File: src/hw/csw_defs.vh
// constants for the chip select and wait-state controller
`ifndef CSW_DEFS_VH
`define CSW_DEFS_VH

// register indices and APB byte addresses (byte address = 4 * index)
`define CSW_IDX_BLK0        8'h68
`define CSW_IDX_BLK1        8'h69
`define CSW_IDX_BLK2        8'h6A
`define CSW_IDX_STAT        8'h6B
`define CSW_ADDR_BLK0       12'h1A0
`define CSW_ADDR_BLK1       12'h1A4
`define CSW_ADDR_BLK2       12'h1A8
`define CSW_ADDR_STAT       12'h1AC

// reset values of the block registers
`define CSW_RST_BLK0        8'h00
`define CSW_RST_BLK1        8'h00
`define CSW_RST_BLK2        8'h80

// field positions inside a block register
`define CSW_BIT_ENABLE      7
`define CSW_BIT_SYSONLY     6
`define CSW_BIT_WAVE        5
`define CSW_BIT_WIDTH       4
`define CSW_WAIT_HI         3
`define CSW_WAIT_LO         2
`define CSW_AREA_HI         1
`define CSW_AREA_LO         0

// wait field encodings
`define CSW_WAIT_TWO        2'b00
`define CSW_WAIT_ONE        2'b01
`define CSW_WAIT_PIN        2'b10
`define CSW_WAIT_NONE       2'b11

// wait states inserted per encoding
`define CSW_WS_TWO          2'h2
`define CSW_WS_ONE          2'h1
`define CSW_WS_NONE         2'h0

// fixed address areas selected by the area field
`define CSW_AREA_FIXED      2'b00
`define CSW_AREA_4M         2'b01
`define CSW_AREA_8M         2'b10
`define CSW_AREA_12M        2'b11

// default area bounds of each block
`define CSW_B0_LO           24'h007F00
`define CSW_B0_HI           24'h007FFF
`define CSW_B1_LO           24'h000480
`define CSW_B1_LO_NORAM     24'h000080
`define CSW_B1_HI           24'h007FFF
`define CSW_B2_LO           24'h008000
`define CSW_B2_LO_ROM       24'h010000
`define CSW_B2_HI           24'h3FFFFF

// operand size codes, log2 of the byte count
`define CSW_OP_BYTE         2'b00
`define CSW_OP_HALF         2'b01
`define CSW_OP_WORD         2'b10

`endif

File: src/hw/area_match.v
// address area match for one chip select block
`timescale 1ns/100ps
`include "csw_defs.vh"

module area_match
#(
  parameter [23:0] FIXED_LO = 24'h000000,
  parameter [23:0] FIXED_HI = 24'h000000
)
(
  input  wire [7:0]  cfg,
  input  wire [23:0] addr,
  input  wire        system_mode,
  output wire        hit
);

  reg in_area;

  // area field picks the fixed window or one 4 Mbyte quarter
  always @*
  begin
    case (cfg[`CSW_AREA_HI:`CSW_AREA_LO])
      `CSW_AREA_FIXED: in_area = (addr >= FIXED_LO) && (addr <= FIXED_HI);
      `CSW_AREA_4M:    in_area = (addr[23:22] == 2'b01);
      `CSW_AREA_8M:    in_area = (addr[23:22] == 2'b10);
      `CSW_AREA_12M:   in_area = (addr[23:22] == 2'b11);
      default:         in_area = 1'b0;
    endcase
  end

  // master enable and system-mode qualification
  assign hit = cfg[`CSW_BIT_ENABLE] &
               (~cfg[`CSW_BIT_SYSONLY] | system_mode) &
               in_area;

endmodule // area_match

File: src/hw/lane_step.v
// byte lane plan for one bus cycle of a sized operand
`timescale 1ns/100ps

module lane_step
(
  input  wire       addr_odd,
  input  wire       narrow,
  input  wire [2:0] left,
  output reg        use_lo,
  output reg        use_hi,
  output reg  [1:0] take
);

  // narrow bus: one byte on the low lane; wide bus: odd byte on the
  // upper lane, even pair on both lanes, lone even byte on the low lane
  always @*
  begin
    if (narrow)
    begin
      use_lo = 1'b1;
      use_hi = 1'b0;
      take   = 2'h1;
    end
    else if (addr_odd)
    begin
      use_lo = 1'b0;
      use_hi = 1'b1;
      take   = 2'h1;
    end
    else if (left >= 3'h2)
    begin
      use_lo = 1'b1;
      use_hi = 1'b1;
      take   = 2'h2;
    end
    else
    begin
      use_lo = 1'b1;
      use_hi = 1'b0;
      take   = 2'h1;
    end
  end

endmodule // lane_step

File: src/hw/chip_select_wait_controller.v
// chip select, wait-state and bus sizing controller with APB registers
//
// The APB register port was decided locally.
`timescale 1ns/100ps
`include "csw_defs.vh"

module chip_select_wait_controller
#(
  parameter NO_INT_RAM = 0,
  parameter INT_ROM    = 0
)
(
  input  wire        pclk,
  input  wire        presetn,
  input  wire        clk_en,
  // APB slave
  input  wire        psel,
  input  wire        penable,
  input  wire        pwrite,
  input  wire [11:0] paddr,
  input  wire [31:0] pwdata,
  output reg  [31:0] prdata,
  output reg         pready,
  output reg         pslverr,
  // CPU mode, gates register writes and system-only blocks
  input  wire        system_mode,
  // CPU access request, held until acc_done
  input  wire        acc_req,
  input  wire        acc_write,
  input  wire [1:0]  acc_size,
  input  wire [23:0] acc_addr,
  input  wire [31:0] acc_wdata,
  output reg         acc_done,
  output reg  [31:0] acc_rdata,
  // external memory bus
  output reg  [23:0] mem_addr,
  output reg  [15:0] mem_dout,
  input  wire [15:0] mem_din,
  output reg         mem_oe_lo_n,
  output reg         mem_oe_hi_n,
  output reg         mem_rd_n,
  output reg         mem_wr_lo_n,
  output reg         mem_wr_hi_n,
  input  wire        mem_wait_n,
  output reg         block0_strobe_pin_n,
  output reg         block1_strobe_pin_n,
  output reg         block2_strobe_pin_n
);

  // bus cycle states
  localparam [2:0] S_IDLE = 3'h0;
  localparam [2:0] S_LOAD = 3'h1;
  localparam [2:0] S_T1   = 3'h2;
  localparam [2:0] S_TW   = 3'h3;
  localparam [2:0] S_T2   = 3'h4;

  localparam [23:0] B1_LO = NO_INT_RAM ? `CSW_B1_LO_NORAM : `CSW_B1_LO;
  localparam [23:0] B2_LO = INT_ROM ? `CSW_B2_LO_ROM : `CSW_B2_LO;

  reg  [7:0]  block0_select_wait_ctrl;
  reg  [7:0]  block1_select_wait_ctrl;
  reg  [7:0]  block2_select_wait_ctrl;
  reg  [2:0]  state_reg;
  reg  [23:0] addr_reg;
  reg  [2:0]  left_reg;
  reg  [1:0]  bi_reg;
  reg         write_reg;
  reg  [31:0] wdata_reg;
  reg  [1:0]  wcnt_reg;
  reg  [1:0]  mode_reg;
  reg  [1:0]  blk_reg;
  reg         cas_reg;
  reg         lo_reg;
  reg         hi_reg;
  reg  [1:0]  take_reg;

  wire        hit0;
  wire        hit1;
  wire        hit2;
  wire        use_lo;
  wire        use_hi;
  wire [1:0]  take;
  reg  [7:0]  cfg_sel;
  reg  [1:0]  blk_sel;
  reg         narrow;
  reg  [1:0]  ws;
  reg  [1:0]  hi_idx;

  wire apb_setup = psel & ~penable;
  // writes land at the access edge, where the master samples pready high
  wire reg_wr_ok = psel & penable & pready & pwrite & system_mode;

  // one matcher per block on the address of the current bus cycle
  area_match
  #(
    .FIXED_LO (`CSW_B0_LO),
    .FIXED_HI (`CSW_B0_HI)
  )
  u_match0
  (
    .cfg         (block0_select_wait_ctrl),
    .addr        (addr_reg),
    .system_mode (system_mode),
    .hit         (hit0)
  );

  area_match
  #(
    .FIXED_LO (B1_LO),
    .FIXED_HI (`CSW_B1_HI)
  )
  u_match1
  (
    .cfg         (block1_select_wait_ctrl),
    .addr        (addr_reg),
    .system_mode (system_mode),
    .hit         (hit1)
  );

  area_match
  #(
    .FIXED_LO (B2_LO),
    .FIXED_HI (`CSW_B2_HI)
  )
  u_match2
  (
    .cfg         (block2_select_wait_ctrl),
    .addr        (addr_reg),
    .system_mode (system_mode),
    .hit         (hit2)
  );

  // block zero wins an overlap, then one, then two
  always @*
  begin
    if (hit0)
    begin
      cfg_sel = block0_select_wait_ctrl;
      blk_sel = 2'h0;
    end
    else if (hit1)
    begin
      cfg_sel = block1_select_wait_ctrl;
      blk_sel = 2'h1;
    end
    else if (hit2)
    begin
      cfg_sel = block2_select_wait_ctrl;
      blk_sel = 2'h2;
    end
    else
    begin
      cfg_sel = 8'h00;
      blk_sel = 2'h3;
    end
  end

  // width and wait count of the cycle; unmatched space is wide, no wait
  always @*
  begin
    narrow = (blk_sel != 2'h3) & cfg_sel[`CSW_BIT_WIDTH];
    if (blk_sel == 2'h3)
      ws = `CSW_WS_NONE;
    else
    begin
      case (cfg_sel[`CSW_WAIT_HI:`CSW_WAIT_LO])
        `CSW_WAIT_TWO:  ws = `CSW_WS_TWO;
        `CSW_WAIT_ONE:  ws = `CSW_WS_ONE;
        `CSW_WAIT_PIN:  ws = `CSW_WS_ONE;
        `CSW_WAIT_NONE: ws = `CSW_WS_NONE;
        default:        ws = `CSW_WS_NONE;
      endcase
    end
  end

  // lane plan splits the operand into bus cycles
  lane_step u_step
  (
    .addr_odd (addr_reg[0]),
    .narrow   (narrow),
    .left     (left_reg),
    .use_lo   (use_lo),
    .use_hi   (use_hi),
    .take     (take)
  );

  // operand byte carried on the upper lane
  always @*
  begin
    if (use_lo)
      hi_idx = bi_reg + 2'h1;
    else
      hi_idx = bi_reg;
  end

  // APB slave: one access cycle, registers answer at the first one
  always @(posedge pclk or negedge presetn)
  begin
    if (!presetn)
    begin
      block0_select_wait_ctrl <= `CSW_RST_BLK0;
      block1_select_wait_ctrl <= `CSW_RST_BLK1;
      block2_select_wait_ctrl <= `CSW_RST_BLK2;
      prdata                  <= 32'h00000000;
      pready                  <= 1'b0;
      pslverr                 <= 1'b0;
    end
    else if (clk_en)
    begin
      pready  <= apb_setup;
      pslverr <= 1'b0;
      prdata  <= 32'h00000000;
      if (apb_setup)
      begin
        case (paddr)
          `CSW_ADDR_BLK0:
          begin
            prdata <= {24'h000000, block0_select_wait_ctrl};
            pslverr <= pwrite & ~system_mode;
          end
          `CSW_ADDR_BLK1:
          begin
            prdata <= {24'h000000, block1_select_wait_ctrl};
            pslverr <= pwrite & ~system_mode;
          end
          `CSW_ADDR_BLK2:
          begin
            prdata <= {24'h000000, block2_select_wait_ctrl};
            pslverr <= pwrite & ~system_mode;
          end
          `CSW_ADDR_STAT:
          begin
            prdata  <= {24'h000000, blk_reg, cas_reg, 2'b00, state_reg};
            pslverr <= pwrite;
          end
          default:
            pslverr <= 1'b1;
        endcase
      end
      if (reg_wr_ok && (paddr == `CSW_ADDR_BLK0))
        block0_select_wait_ctrl <= pwdata[7:0];
      if (reg_wr_ok && (paddr == `CSW_ADDR_BLK1))
        block1_select_wait_ctrl <= pwdata[7:0];
      if (reg_wr_ok && (paddr == `CSW_ADDR_BLK2))
        block2_select_wait_ctrl <= pwdata[7:0];
    end
  end

  // bus cycle sequencer
  always @(posedge pclk or negedge presetn)
  begin
    if (!presetn)
    begin
      state_reg           <= S_IDLE;
      addr_reg            <= 24'h000000;
      left_reg            <= 3'h0;
      bi_reg              <= 2'h0;
      write_reg           <= 1'b0;
      wdata_reg           <= 32'h00000000;
      wcnt_reg            <= 2'h0;
      mode_reg            <= 2'h0;
      blk_reg             <= 2'h3;
      cas_reg             <= 1'b0;
      lo_reg              <= 1'b0;
      hi_reg              <= 1'b0;
      take_reg            <= 2'h0;
      acc_done            <= 1'b0;
      acc_rdata           <= 32'h00000000;
      mem_addr            <= 24'h000000;
      mem_dout            <= 16'h0000;
      mem_oe_lo_n         <= 1'b1;
      mem_oe_hi_n         <= 1'b1;
      mem_rd_n            <= 1'b1;
      mem_wr_lo_n         <= 1'b1;
      mem_wr_hi_n         <= 1'b1;
      block0_strobe_pin_n <= 1'b1;
      block1_strobe_pin_n <= 1'b1;
      block2_strobe_pin_n <= 1'b1;
    end
    else if (clk_en)
    begin
      acc_done <= 1'b0;
      case (state_reg)
        // take a new operand
        S_IDLE:
        begin
          if (acc_req && !acc_done)
          begin
            addr_reg  <= acc_addr;
            write_reg <= acc_write;
            wdata_reg <= acc_wdata;
            bi_reg    <= 2'h0;
            acc_rdata <= 32'h00000000;
            case (acc_size)
              `CSW_OP_HALF: left_reg <= 3'h2;
              `CSW_OP_WORD: left_reg <= 3'h4;
              default:      left_reg <= 3'h1;
            endcase
            state_reg <= S_LOAD;
          end
        end
        // plan the next bus cycle and drive address, lanes, strobe
        S_LOAD:
        begin
          blk_reg     <= blk_sel;
          cas_reg     <= cfg_sel[`CSW_BIT_WAVE];
          mode_reg    <= cfg_sel[`CSW_WAIT_HI:`CSW_WAIT_LO];
          wcnt_reg    <= ws;
          lo_reg      <= use_lo;
          hi_reg      <= use_hi;
          take_reg    <= take;
          mem_addr    <= addr_reg;
          mem_dout    <= {wdata_reg[8*hi_idx +: 8], wdata_reg[8*bi_reg +: 8]};
          mem_oe_lo_n <= ~(write_reg & use_lo);
          mem_oe_hi_n <= ~(write_reg & use_hi);
          mem_rd_n    <= write_reg;
          // chip select falls with the address unless the waveform bit delays it to T1
          block0_strobe_pin_n <= ~((blk_sel == 2'h0) &
                                   ~cfg_sel[`CSW_BIT_WAVE]);
          block1_strobe_pin_n <= ~((blk_sel == 2'h1) &
                                   ~cfg_sel[`CSW_BIT_WAVE]);
          block2_strobe_pin_n <= ~((blk_sel == 2'h2) &
                                   ~cfg_sel[`CSW_BIT_WAVE]);
          state_reg   <= S_T1;
        end
        // second half: column strobe and write strobes fall
        S_T1:
        begin
          if (cas_reg)
          begin
            block0_strobe_pin_n <= ~(blk_reg == 2'h0);
            block1_strobe_pin_n <= ~(blk_reg == 2'h1);
            block2_strobe_pin_n <= ~(blk_reg == 2'h2);
          end
          mem_wr_lo_n <= ~(write_reg & lo_reg);
          mem_wr_hi_n <= ~(write_reg & hi_reg);
          if (wcnt_reg != `CSW_WS_NONE)
            state_reg <= S_TW;
          else
            state_reg <= S_T2;
        end
        // wait states; pin mode holds the last one while the pin is low
        S_TW:
        begin
          if (wcnt_reg > 2'h1)
            wcnt_reg <= wcnt_reg - 2'h1;
          else if (!((blk_reg != 2'h3) && (mode_reg == `CSW_WAIT_PIN) &&
                     !mem_wait_n))
            state_reg <= S_T2;
        end
        // end of cycle: capture used lanes, release, step the operand
        S_T2:
        begin
          if (!write_reg && lo_reg)
            acc_rdata[8*bi_reg +: 8] <= mem_din[7:0];
          if (!write_reg && hi_reg)
            acc_rdata[8*(lo_reg ? bi_reg + 2'h1 : bi_reg) +: 8]
              <= mem_din[15:8];
          mem_rd_n            <= 1'b1;
          mem_wr_lo_n         <= 1'b1;
          mem_wr_hi_n         <= 1'b1;
          mem_oe_lo_n         <= 1'b1;
          mem_oe_hi_n         <= 1'b1;
          block0_strobe_pin_n <= 1'b1;
          block1_strobe_pin_n <= 1'b1;
          block2_strobe_pin_n <= 1'b1;
          addr_reg  <= addr_reg + {22'h000000, take_reg};
          bi_reg    <= bi_reg + take_reg;
          left_reg  <= left_reg - {1'b0, take_reg};
          if (left_reg == {1'b0, take_reg})
          begin
            acc_done  <= 1'b1;
            state_reg <= S_IDLE;
          end
          else
            state_reg <= S_LOAD;
        end
        default:
          state_reg <= S_IDLE;
      endcase
    end
  end

endmodule // chip_select_wait_controller

File: config.mk
export PLATFORM = sky130hd
export DESIGN_NAME = chip_select_wait_controller
export DESIGN_NICKNAME = d
export VERILOG_FILES = /design/src/hw/area_match.v /design/src/hw/lane_step.v /design/src/hw/chip_select_wait_controller.v
export VERILOG_INCLUDE_DIRS = /design/src /design/src/hw
export SDC_FILE = /design/constraint.sdc
export NUM_CORES = 1
export LEC_CHECK = 0
export ABC_CLOCK_PERIOD_IN_PS = 3200
export BUFFER_PORTS_ARGS = -buffer_cell sky130_fd_sc_hd__buf_2
export CORE_ASPECT_RATIO = 2
export CORE_MARGIN = 1.5
export CORE_UTILIZATION = 45
export CTS_CLUSTER_SIZE = 40
export DETAILED_ROUTE_END_ITERATION = 10
export GPL_TIMING_DRIVEN = 0
export PLACE_DENSITY = 0.67
export REMOVE_ABC_BUFFERS = 1
export SKIP_CTS_REPAIR_TIMING = 1
export SLEW_MARGIN = 20
export SYNTH_ARGS = -nofsm -noshare
export SYNTH_HDL_FRONTEND = slang
export SYNTH_HIERARCHICAL = 1
export SYNTH_SLANG_ARGS = --single-unit
File: constraint.sdc
create_clock -name pclk -period 3.2 [get_ports pclk]
set_input_delay 0.32 -clock pclk [delete_from_list [all_inputs] [get_ports pclk]]
set_output_delay 0.32 -clock pclk [all_outputs]
set_load 0.01 [all_outputs]
==> results.md, run 1 <==
* Post-route ant nets at 0
* Worst setup SP type: register
* CP max stage delay at between 0.4 and 0.5 ns
* Die height at ~220 um
* EDFF count, synth at 0
* 1st-iter DRT viols at 430
* IO Pins at roughly 240
* Latest clock arrival within the worst-skew pair at ~0.45 ns
* Final Hold Viols at 0
* Reg-to-reg slack, setup at roughly 0.035 ns
* Full die area at roughly 24000 um^2
* Multi-input logic area at between 5000 and 6000 um^2
* DRT Wirelength at 29140 um
* Peak VDD IR at ~0.56 mV
* DR DRC count at 0
* Register area share after synthesis at around 47%
* Most used cell, CP: nand2_1
* Synth-to-Final Area Change at 21.27%
* CTS Buffer Depth at 2
* Slew @ Worst Pin at 0.8350 ns
* DP Cell Count at around 1500
* Tmin final at between 3 and 4 ns
* P_leak at 5.888 nW
* Max Slew Vio Count at 0
* Final TNS setup at 0 ns
* I/O Buffers at approximately 190
* Clock-pin slew on the worst setup and hold paths at 0.07 ns
* Grt ovf at 0
* Hold_sp: acc_wdata[27]
* Worst Setup EP: mem_dout[9]$_DFFE_PN0P_
* CTS tree: built
* CTS H-tree lvls at 4
* Int Power at 0.006365 W
* Critical path's slowest cell: mux4_2
* Clock buffer count from CTS at 17
* WHS Path Cells at 3
* Status: complete, no violations
* Net count, final at between 1000 and 1500
* Clock Skew at 0.01014 ns
* Switch Pwr at a little over 0.004 W
* Synth Instances at about 1100
* R2r endpoint: mem_dout[9]$_DFFE_PN0P_
* Worst Hold Class: input port to register
* Reg2reg start: addr_reg[16]$_DFFE_PN0P_
* Reg area at 4813 um^2
* Tcrit/Tclk final at between 90% and 100%
* Layout cells sized above 1 at 28.78%
* Total track usage at around a quarter
* Normalized max-slew margin at between 40% and 50%
* Placeable Area at between 20000 and 25000 um^2
* Largest net degree at the start of global routing at 93
* Yosys cell types at between 70 and 80
* # setup viols final at 0
* Cell Area, Synth at a little over 10000 um^2
* Routed vias at 8888
* HPWL Detailed at slightly above 20000 um
* Initial Util at between 40% and 50%
* WP data required at between 3 and 4 ns
* Post-DR wirelength/cell at approximately 18 um
* Data arrival, critical path at between 3 and 4 ns
* Finished Layout Cells at around 1600
* Num rows at 78
* Cell Chain, Critical Path: nor4_4, nand2_2, o32ai_4, nor2b_4, a22oi_2, o21ai_4, or2b_4, xnor2_4, buf_12, mux4_2, nand2_1, nand2_1
* Routed vias/inst at about 5.6
* Fillers at roughly 2100
* Number of global-route vias before repair at just under 9000
* Clk sinks at between 150 and 200
* Net Sw Frac at 38.85%
* Clock Tree Root: clkbuf_16
* Sequential power share at 39.5%
* Fraction of registers with async set/reset at between 90% and 100%
* Initial antenna violation count at 1
* Power per cell area at between 800 and 900 nW/um^2
* First-pass detailed-route iteration total at 5
* N_diodes at 0
* Gpl congestion at about 0.84
* Clock power share at 21.6%
* Synth Flop Type: dfrtp_1
* Die W at approximately 110 um
* Reg2reg path depth at 12
* Unrepaired setup endpoints after global routing: true
* Combinational share of power at roughly two fifths
* Crit Path Class: register to register
* Post-synthesis register bit count at 191
* Crit end category: register
* # Max-Cap Violations at 0
* Syn Area/Cell at roughly 9.3 um^2
* Crit path launch: addr_reg[16]$_DFFE_PN0P_
* First-pass GRT wire length at 45830 um
* F_max at ~320 MHz
* CP max FO at 8
* Syn. warnings at 6
==> power groups by stage <==
stage               clock network [W]  logic (W)  registers, W
finish                        0.00225    0.00405       0.00411
global route                  0.00238    0.00455       0.00424
CTS                           0.00229    0.00369       0.00415
detailed placement                  0    0.00368       0.00419
global placement                    0    0.00351       0.00414
floorplan                           0    0.00236       0.00405
==> area by class of cell <==
| class | instances | area share [%] |
|---|---|---|
| clock buffer | 23 | 3.835 |
| clock inverter | 9 | 1.044 |
| timing repair buffer | 227 | 10.86 |
| sequential | 191 | 38.62 |
| tap | 280 | 2.811 |
| multi-input combinational | 821 | 41.86 |
| inverter | 32 | 0.9639 |
==> how the worst min path moves through the flow <==
stage                                                   endpoint  slack [ns]
after detailed placement  block0_select_wait_ctrl[3]$_DFFE_PN0P_        0.22
after CTS                 block0_select_wait_ctrl[3]$_DFFE_PN0P_       -0.27
after global placement                  mem_dout[11]$_DFFE_PN0P_        0.46
after global routing                    wdata_reg[3]$_DFFE_PN0P_        0.06
after floorplan                             acc_done$_DFFE_PN0P_        0.02
final                                  wdata_reg[27]$_DFFE_PN0P_        0.06
==> cell usage after synthesis (all sizes together) (9+ instances only) <==
library cell | number | share of area, %
nand2 | 320 | 12
dfrtp | 180 | 44
o21ai | 67 | 3.3
a21oi | 57 | 2.8
nor2 | 49 | 1.8
buf | 47 | 3.0
clkbuf | 35 | 1.3
inv | 32 | 1.2
mux2 | 27 | 3.0
mux4 | 22 | 4.8
o22ai | 21 | 1.3
ha | 17 | 2.1
a221oi | 16 | 1.4
nor3 | 15 | 0.94
nor2b | 14 | 0.85
mux2i | 13 | 1.3
and3 | 11 | 0.67
dfstp | 11 | 2.8
nand3 | 10 | 0.49
nand4 | 10 | 0.61
o31ai | 10 | 0.73
o21a | 9 | 0.66
==> per-layer routing <==
layer | vias up | track usage [%] | part of all wire, %
li1 | 4181 | - | -
met1 | 4330 | 28.96 | 37
met5 | - | 0 | 0.024
met2 | 301 | 45.13 | 54
met3 | 74 | 4.361 | 5.1
met4 | 2 | 11.95 | 4.2
==> logic make-up after synthesis <==
logic type,share of synthesized area [%]
simple gates,21.81
compound gates,13.53
flops,46.65
buf+inv,5.430
mux,9.083
fa+ha+maj,2.459
xor+xnor,1.011
other cells,0.03649
==> per-stage QoR <==
step | setup slack, ns | hold WS (ns) | power (W) | util (%) | instance area [um^2]
final | 0.03482 | 0.05876 | 0.01041 | 55.28 | 12460
after global routing | -0.08545 | 0.05887 | 0.01117 | 55.28 | 12460
after detailed placement | -1.375 | 0.2154 | 0.007863 | 50.87 | 11470
after global placement | -4.185 | 0.4551 | 0.007656 | 49.88 | 11250
after CTS | -1.393 | -0.2660 | 0.01013 | 53.57 | 12080
after floorplan | -1.092 | 0.02441 | 0.006404 | - | 9925
==> worst max-delay path: cells and delay by family (launching register included) <==
kind | cells | cell delay, ns
simple gates | 6 | 0.95
compound gates | 3 | 0.78
mux | 1 | 0.49
flops | 1 | 0.48
xor+xnor | 1 | 0.17
buf+inv | 1 | 0.17
==> cells in the final DEF (no fill, tap or decap), types with 7 or more instances in the layout <==
cell | Yosys | routed
a21oi_1 | 57 | 55
a221oi_1 | 16 | 16
a31oi_1 | 8 | 7
and3_1 | 11 | 10
buf_2 | 17 | 193
buf_4 | 25 | 24
clkbuf_16 | 0 | 17
conb_1 | 1 | 24
dfrtp_1 | 180 | 168
dfrtp_2 | 0 | 10
dfstp_2 | 11 | 11
ha_1 | 17 | 16
inv_1 | 32 | 32
mux2_2 | 27 | 27
mux2i_1 | 12 | 11
mux4_2 | 22 | 22
nand2_1 | 316 | 314
nand3_1 | 10 | 10
nand3b_1 | 7 | 7
nand4_1 | 10 | 10
nor2_1 | 49 | 47
nor2b_1 | 14 | 13
nor3_1 | 12 | 10
o21a_1 | 9 | 9
o21ai_0 | 55 | 54
o21ai_1 | 12 | 12
o22ai_1 | 21 | 20
o31ai_1 | 10 | 10
Power figures use the tool's default switching activity.
==> run 2, diff against run 1 <==
--- a/config.mk
+++ b/config.mk
@@ -8,13 +8,15 @@
 export LEC_CHECK = 0
 export ABC_CLOCK_PERIOD_IN_PS = 3200
 export BUFFER_PORTS_ARGS = -buffer_cell sky130_fd_sc_hd__buf_2
+export CELL_PAD_IN_SITES_DETAIL_PLACEMENT = 1
+export CELL_PAD_IN_SITES_GLOBAL_PLACEMENT = 2
 export CORE_ASPECT_RATIO = 2
 export CORE_MARGIN = 1.5
-export CORE_UTILIZATION = 45
+export CORE_UTILIZATION = 30
 export CTS_CLUSTER_SIZE = 40
 export DETAILED_ROUTE_END_ITERATION = 10
 export GPL_TIMING_DRIVEN = 0
-export PLACE_DENSITY = 0.67
+export PLACE_DENSITY = 0.74
 export REMOVE_ABC_BUFFERS = 1
 export SKIP_CTS_REPAIR_TIMING = 1
 export SLEW_MARGIN = 20
==> constraint.sdc (replaced) <==
create_clock -name pclk -period 3.2 [get_ports pclk]
set_input_delay 0.32 -clock pclk [delete_from_list [all_inputs] [get_ports pclk]]
set_output_delay 0.32 -clock pclk [all_outputs]
set_load 0.005 [all_outputs]
==> run 2 against run 1 <==
Cell count increased by 10%; non-clock buffer count increased by 1; die area is 49% higher; utilization fell by 18 points; power about the same; critical path depth did not move; first-iteration DRC count shrank 16%; sequential cell count unchanged; via count increased by 0.60%; combinational power down 1%; worst setup slack got worse by 0.035 ns.
==> results.md, run 2 (same netlist as run 1, synthesis figures left out) <==
* Status: complete, no violations
* Reg2reg path depth at 12 (unchanged)
* Power per cell area at 822.8 nW/um^2 (-1.5%)
* Reg-to-reg slack, setup at 0.00008 ns (-0.03 ns)
* P_leak at 5.903 nW (+0.25%)
* F_max at 312.5 MHz (-1.1%)
* # setup viols final at 0 (unchanged)
* Normalized max-slew margin at 31.77% (-12 points)
* 1st-iter DRT viols at 361 (-16%)
* Crit end category: register
* Largest net degree at the start of global routing at 92 (-1.1%)
* Die height at 264.7 um (+22%)
* Critical path's slowest cell: dfrtp_2
* IO Pins at 243 (unchanged)
* Fillers at 3917 (+89%)
* Placeable Area at 33640 um^2 (+49%)
* Reg area at 4811 um^2 (about the same)
* First-pass detailed-route iteration total at 4 (-1)
* Clock Tree Root: clkbuf_16
* CTS tree: built
* Initial antenna violation count at 2 (+1)
* Most common cell after layout, fill and taps aside: nand2_1
* Total track usage at 20.20% (-5.3 points)
* Hold_sp: acc_wdata[16]
* WHS Path Cells at 3 (unchanged)
* Routed vias at 8941 (+0.60%)
* Data arrival, critical path at 3.55 ns (+0.05 ns)
* Grt ovf at 0 (unchanged)
* HPWL Detailed at 25160 um (+23%)
* Tcrit/Tclk final at 100.0% (+1.1 points)
* Routed vias/inst at 5.136 (-8.5%)
* # Max-Cap Violations at 0 (unchanged)
* DR DRC count at 0 (unchanged)
* First-pass GRT wire length at 54400 um (+19%)
* Layout cells sized above 1 at 28.76% (about the same)
* Clock buffer count from CTS at 17 (unchanged)
* Synth-to-Final Area Change at 23.05%
* Most frequent cells in the layout: nand2_1, buf_2, dfrtp_1, a21oi_1, o21ai_0
* Num rows at 95 (+22%)
* Peak VDD IR at 0.4494 mV (-19%)
* Full die area at 35440 um^2 (+49%)
* Latest clock arrival within the worst-skew pair at 0.46 ns (about the same)
* R2r endpoint: mem_dout[15]$_DFFE_PN0P_
* Slew @ Worst Pin at 1.015 ns (+0.1800 ns)
* CP max stage delay at 0.51 ns (+0.02 ns)
* Post-DR wirelength/cell at 19.98 um (+8.6%)
* Cell Chain, Critical Path: xnor2_1, o2111ai_1, a31oi_4, nor2b_4, a22oi_2, o21ai_4, or2b_4, xnor2_4, buf_12, mux4_2, nand2_2, nand2_1
* DRT Wirelength at 34790 um (+19%)
* WP data required at 3.55 ns (about the same)
* Clk sinks at 191 (unchanged)
* Multi-input logic area at 5205 um^2 (-0.22%)
* Worst Hold Class: input port to register
* Hold worst-path end: wdata_reg[16]$_DFFE_PN0P_
* Crit Path Class: register to register
* CP bufs+invs at 1 (unchanged)
* Die W at 133.9 um (+22%)
* Initial Util at 30.55% (-15 points)
* Post-route ant nets at 0 (unchanged)
* Max Slew Vio Count at 0 (unchanged)
* Gpl congestion at 0.7781 (-7.1%)
* I/O Buffers at 194 (unchanged)
* CP delay by family, top: compound AO/OA/AOI/OAI gates
* Worst setup SP type: register
* DP Worst Slack at -1.337 ns (+0.03850 ns)
* CP max FO at 13 (+5)
* Net count, final at 1438 (+0.070%)
* CTS Buffer Depth at 2 (unchanged)
* Clock-pin slew on the worst setup and hold paths at 0.07 ns (about the same)
* Fin worst setup slack at 0.00008238 ns (-0.03474 ns)
* CTS H-tree lvls at 4 (unchanged)
* Reg2reg start: addr_reg[22]$_DFFE_PN0P_
* Final Hold Viols at 0 (unchanged)
* Clock Skew at 0.01357 ns (+0.003439 ns)
* Number of global-route vias before repair at 9478 (+9.3%)
* Tmin final at 3.200 ns (+0.03474 ns)
* Unrepaired setup endpoints after global routing: true
* Fin util at 37.59% (-18 points)
run 2: cell types whose count changed in the layout (fill, tap and decap cells not counted), moves of 2 or more:
cell      delta
nor4_2       -2
dfrtp_2      -2
nor4_1       +3
clkinv_4     +3
clkbuf_1     -3
dfrtp_1      +2
run 2: worst reg2reg max path, stage by stage, from the launching register on:
cell and delay (ns):
dfrtp_2 0.51, xnor2_1 0.19, o2111ai_1 0.25, a31oi_4 0.38, nor2b_4 0.26, a22oi_2 0.09, o21ai_4 0.24, or2b_4 0.23
xnor2_4 0.14, buf_12 0.16, mux4_2 0.52, nand2_2 0.09, nand2_1 0.05
run 2: final cells by class:
cell class | instances | area share, %
clock inverters | 11 | 1.009
multi-input cells | 821 | 41.16
well taps | 436 | 4.314
flip-flops and latches | 191 | 38.05
clock buffers | 21 | 3.800
inverters | 32 | 0.9499
diodes | 1 | 0.01979
repair buffers | 228 | 10.70
run 2: power by group:
group	internal (W)	switching (W)	leakage, nW
Clock	0.00124	0.00102	0.304
Sequential	0.00322	0.000920	2.43
Combinational	0.00182	0.00218	3.17
run 2: worst max path at each step:
stage	cells past startpoint	slack, ns	startpoint	endpoint
2_1_floorplan	4	-1.09	state_reg[2]$_DFFE_PN0P_	addr_reg[15]$_DFFE_PN0P_
3_3_place_gp	4	-4.93	state_reg[2]$_DFFE_PN0P_	addr_reg[15]$_DFFE_PN0P_
3_5_place_dp	9	-1.34	addr_reg[20]$_DFFE_PN0P_	mem_dout[15]$_DFFE_PN0P_
4_1_cts	9	-1.37	addr_reg[20]$_DFFE_PN0P_	mem_dout[15]$_DFFE_PN0P_
5_1_grt	12	-0.15	addr_reg[22]$_DFFE_PN0P_	mem_dout[15]$_DFFE_PN0P_
6_report	12	0.00008	addr_reg[22]$_DFFE_PN0P_	mem_dout[15]$_DFFE_PN0P_
run 2: through the flow:
step                      power (W)  hold slack (ns)  TNS [ns]  std cells  area (um^2)
after floorplan            0.006274          0.02441    -32.09       1044         9925
after global placement     0.007719           0.4557   -626.12       1674        11440
after detailed placement   0.007938           0.2007    -35.81       1687        11680
after CTS                   0.01024          -0.3030    -36.52       1719        12290
after global routing        0.01119          0.03779   -0.9579       1740        12640
final                       0.01040          0.04576         0       1741        12640
run 2: metal layers:
layer / wire length (um) / track usage (%) / up-vias
met5: 8 / 0 / -
met4: 1158 / 8.549 / 2
met3: 1210 / 3.022 / 56
met2: 19680 / 39.22 / 201
met1: 12730 / 21.06 / 4499
li1: - / - / 4183
==> run 3, diff against run 2 <==
--- a/config.mk
+++ b/config.mk
@@ -6,17 +6,18 @@
 export SDC_FILE = /design/constraint.sdc
 export NUM_CORES = 1
 export LEC_CHECK = 0
+export ABC_AREA = 1
 export ABC_CLOCK_PERIOD_IN_PS = 3200
 export BUFFER_PORTS_ARGS = -buffer_cell sky130_fd_sc_hd__buf_2
 export CELL_PAD_IN_SITES_DETAIL_PLACEMENT = 1
 export CELL_PAD_IN_SITES_GLOBAL_PLACEMENT = 2
 export CORE_ASPECT_RATIO = 2
 export CORE_MARGIN = 1.5
-export CORE_UTILIZATION = 30
+export CORE_UTILIZATION = 28
 export CTS_CLUSTER_SIZE = 40
 export DETAILED_ROUTE_END_ITERATION = 10
 export GPL_TIMING_DRIVEN = 0
-export PLACE_DENSITY = 0.74
+export PLACE_DENSITY = 0.72
 export REMOVE_ABC_BUFFERS = 1
 export SKIP_CTS_REPAIR_TIMING = 1
 export SLEW_MARGIN = 20
==> run 3 against run 2 <==
Clock skew shrank 0.0021 ns; worst setup slack gained 0.18 ns; non-clock buffer count shrank 2; sequential power grew 5.6%; register-to-register slack gained 0.18 ns; fmax grew 6.1%; utilization shrank 3.4 points; sequential cell count is the same; synthesized cell count grew 37%; wire length grew 18%.
==> results.md, run 3 <==
* IO Pins at 243 (unchanged)
* Routed vias/inst at 4.822 (-6.1%)
* Grt ovf at 0 (unchanged)
* Largest net degree at the start of global routing at 87 (-5.4%)
* Placeable Area at 40340 um^2 (+20%)
* Routed vias at 10830 (+21%)
* Tmin final at 3.017 ns (-0.1831 ns)
* Post-synth top area share at 39.29% (-4.5 points)
* Synth-to-Final Area Change at 20.27%
* Tcrit/Tclk final at 94.28% (-5.7 points)
* Post-route ant nets at 0 (unchanged)
* DR DRC count at 0 (unchanged)
* Reg area at 4810 um^2 (about the same)
* # Max-Cap Violations at 0 (unchanged)
* Worst setup SP type: register
* P_leak at 6.793 nW (+15%)
* Commonest cells post-synth: nand2_1, dfrtp_1, inv_1
* Total track usage at 19.39% (-0.80 points)
* Most used cell, CP: nand2_1
* F_max at 331.5 MHz (+6.1%)
* Latest clock arrival within the worst-skew pair at 0.47 ns (about the same)
* CP delay by family, top: adder cells
* I/O Buffers at 194 (unchanged)
* HPWL Detailed at 30040 um (+19%)
* Top-count cell post-synth: nand2_1
* Most used routing layer: met2
* Syn Area/Cell at 7.572 um^2 (-19%)
* Data arrival, critical path at 3.37 ns (-0.18 ns)
* Register area share after synthesis at 41.81% (-4.8 points)
* Crit end category: register
* Met3 Use GR at 2.268% (-0.75 points)
* Max Slew Vio Count at 0 (unchanged)
* Cell Chain, Critical Path: buf_16, clkinvlp_4, ha_4, inv_1, nand2_1, o21ai_2, ha_1, ha_1, inv_1, nand3_1, nor2_2, nand4_4, clkinv_2, nand2_1, nand3_1, nand2_1
* WP data required at 3.55 ns (about the same)
* Normalized max-slew margin at 35.11% (+3.3 points)
* Multi-input logic area at 5594 um^2 (+7.5%)
* Final TNS setup at 0 ns (unchanged)
* Clk sinks at 191 (unchanged)
* Fraction of registers with async set/reset at 100.0% (unchanged)
* Crit Path Class: register to register
* 1st-iter DRT viols at 371 (+2.8%)
* Cell Area, Synth at 11460 um^2 (+12%)
* N_diodes at 0 (-1)
* Fillers at 5007 (+28%)
* Synth Instances at 1514 (+37%)
* Die height at 289.2 um (+9.2%)
* Synth Flop Type: dfrtp_1
* Num rows at 104 (+9.5%)
* CTS tree: built
* CP max stage delay at 0.45 ns (-0.06 ns)
* Gpl congestion at 0.8335 (+7.1%)
* Net count, final at 1850 (+29%)
* Clock buffer count from CTS at 17 (unchanged)
* Peak VDD IR at 0.4448 mV (-1.0%)
* Yosys cell types at 55 (-27%)
* Clock-pin slew on the worst setup and hold paths at 0.08 ns (about the same)
* Synth area leaders: dfrtp_1, nand2_1, o21ai_0, inv_1, nand3_1
* Critical path's slowest cell: dfrtp_4
* Initial antenna violation count at 0 (-2)
* Die W at 146.1 um (+9.1%)
* Layout cells sized above 1 at 21.79% (-7.0 points)
* Initial Util at 28.42% (-2.1 points)
* Post-synthesis register bit count at 191 (unchanged)
* CP bufs+invs at 5 (+4)
* Syn. warnings at 6 (unchanged)
* Clock Skew at 0.01146 ns (-0.002111 ns)
* Full die area at 42240 um^2 (+19%)
* Slew @ Worst Pin at 0.9723 ns (-0.04270 ns)
* CP max FO at 21 (+8)
* DP Cell Count at 2187 (+30%)
* Final Hold Viols at 0 (unchanged)
* Finished Layout Cells at 2246 (+29%)
* Post-DR wirelength/cell at 18.29 um (-8.5%)
* # setup viols final at 0 (unchanged)
* Worst Hold Class: input port to register
* Status: complete, no violations
* Most frequent cells in the layout: nand2_1, buf_2, inv_1, dfrtp_1, o21ai_0
* Met1 GRT Util at 21.02% (-0.046 points)
* Most common cell after layout, fill and taps aside: nand2_1
* CTS H-tree lvls at 4 (unchanged)
* Area leader, netlist: dfrtp_1
* Met2 Use GR at 36.98% (-2.2 points)
* First-pass detailed-route iteration total at 6 (+2)
* First-pass GRT wire length at 63180 um (+16%)
* Clock Tree Root: clkbuf_16
* EDFF count, synth at 0 (unchanged)
* DRT Wirelength at 41090 um (+18%)
* Hold slack final at 0.06692 ns (+0.02116 ns)
* Power per cell area at 918.2 nW/um^2 (+12%)
* CTS Buffer Depth at 2 (unchanged)
* Number of global-route vias before repair at 11200 (+18%)
## run 3: changes by cell type in the layout (fill, tap and decap cells not counted), sizes merged, moves of 15 or more
| cell | previous run | this run |
|---|---|---|
| nand4 | 10 | 30 |
| a21oi | 57 | 33 |
| nor2 | 49 | 138 |
| nand3 | 10 | 132 |
| inv | 35 | 188 |
| o211ai | 3 | 29 |
| a31oi | 8 | 24 |
| o21ai | 67 | 166 |
| mux4 | 22 | 0 |
| mux2 | 27 | 8 |
| a221oi | 16 | 1 |
| nand2 | 320 | 430 |
## run 3: cell type report
type                            count  share of cell area (%)
Clock buffer                       21                   3.340
Sequential cell                   191                   34.89
Tap cell                          530                   4.810
Timing Repair Buffer              226                   9.738
Multi-Input combinational cell   1077                   40.58
Timing Repair inverter              1                 0.03630
Clock inverter                     11                   1.289
Inverter                          189                   5.327
## run 3: worst min-delay path: cells and delay by family
kind	cells	cell delay, ns
AND/OR/NAND/NOR	1	0.04
AO/OA/AOI/OAI	1	0.06
buffers and inverters	1	0.08
## run 3: logic make-up (layout without fill, tap and decap cells)
group	after synthesis	after routing	share of synthesized area [%]
AOI/OAI and AO/OA	272	272	14.03
xor gates and xnor gates	2	2	0.3166
adders and majority gates	19	19	2.205
buffers and inverters	271	448	10.94
DFF	191	191	41.81
muxes	8	8	0.7859
other	1	24	0.03271
and+or+nand+nor	750	752	29.88
## run 3: where the power goes
| group | switching (W) | internal, W |
|---|---|---|
| clock | 0.00106 | 0.00136 |
| sequential | 0.000959 | 0.00341 |
| combinational | 0.00373 | 0.00214 |
| total | 0.00575 | 0.00691 |
## run 3: path summary, 6_finish.rpt
| check | from | to | slack, ns | cells past startpoint |
|---|---|---|---|---|
| worst max-delay path | bi_reg[0]$_DFFE_PN0P_ | acc_rdata[5]$_DFFE_PN0P_ | 0.18 | 16 |
| worst min-delay path | acc_wdata[21] | wdata_reg[21]$_DFFE_PN0P_ | 0.07 | 3 |
| worst max register to register | bi_reg[0]$_DFFE_PN0P_ | acc_rdata[5]$_DFFE_PN0P_ | 0.18 | 16 |
| worst min register to register | mem_addr[3]$_DFFE_PN0P_ | mem_addr[3]$_DFFE_PN0P_ | 0.48 | 2 |
| max in group asynchronous | presetn | mem_dout[5]$_DFFE_PN0P_ | 1.72 | 4 |
| min in group asynchronous | presetn | mem_addr[17]$_DFFE_PN0P_ | 0.33 | 2 |
## run 3: metrics by stage
stage	utilization [%]	worst slack, ns	area (um^2)	power, W
after CTS	33.38	-0.9750	13470	0.01241
after global placement	31.36	-2.012	12650	0.009660
after detailed placement	31.80	-0.9751	12830	0.009928
final	34.18	0.1832	13790	0.01266
after floorplan	-	-0.4358	11010	0.007616
after global routing	34.18	-0.0008620	13790	0.01375
## run 3: routing by layer
layer | vias to the layer above | part of all wire (%)
met5 | - | 0
met4 | 0 | 4.1
met3 | 66 | 2.6
met2 | 239 | 54
met1 | 5268 | 39
li1 | 5257 | -
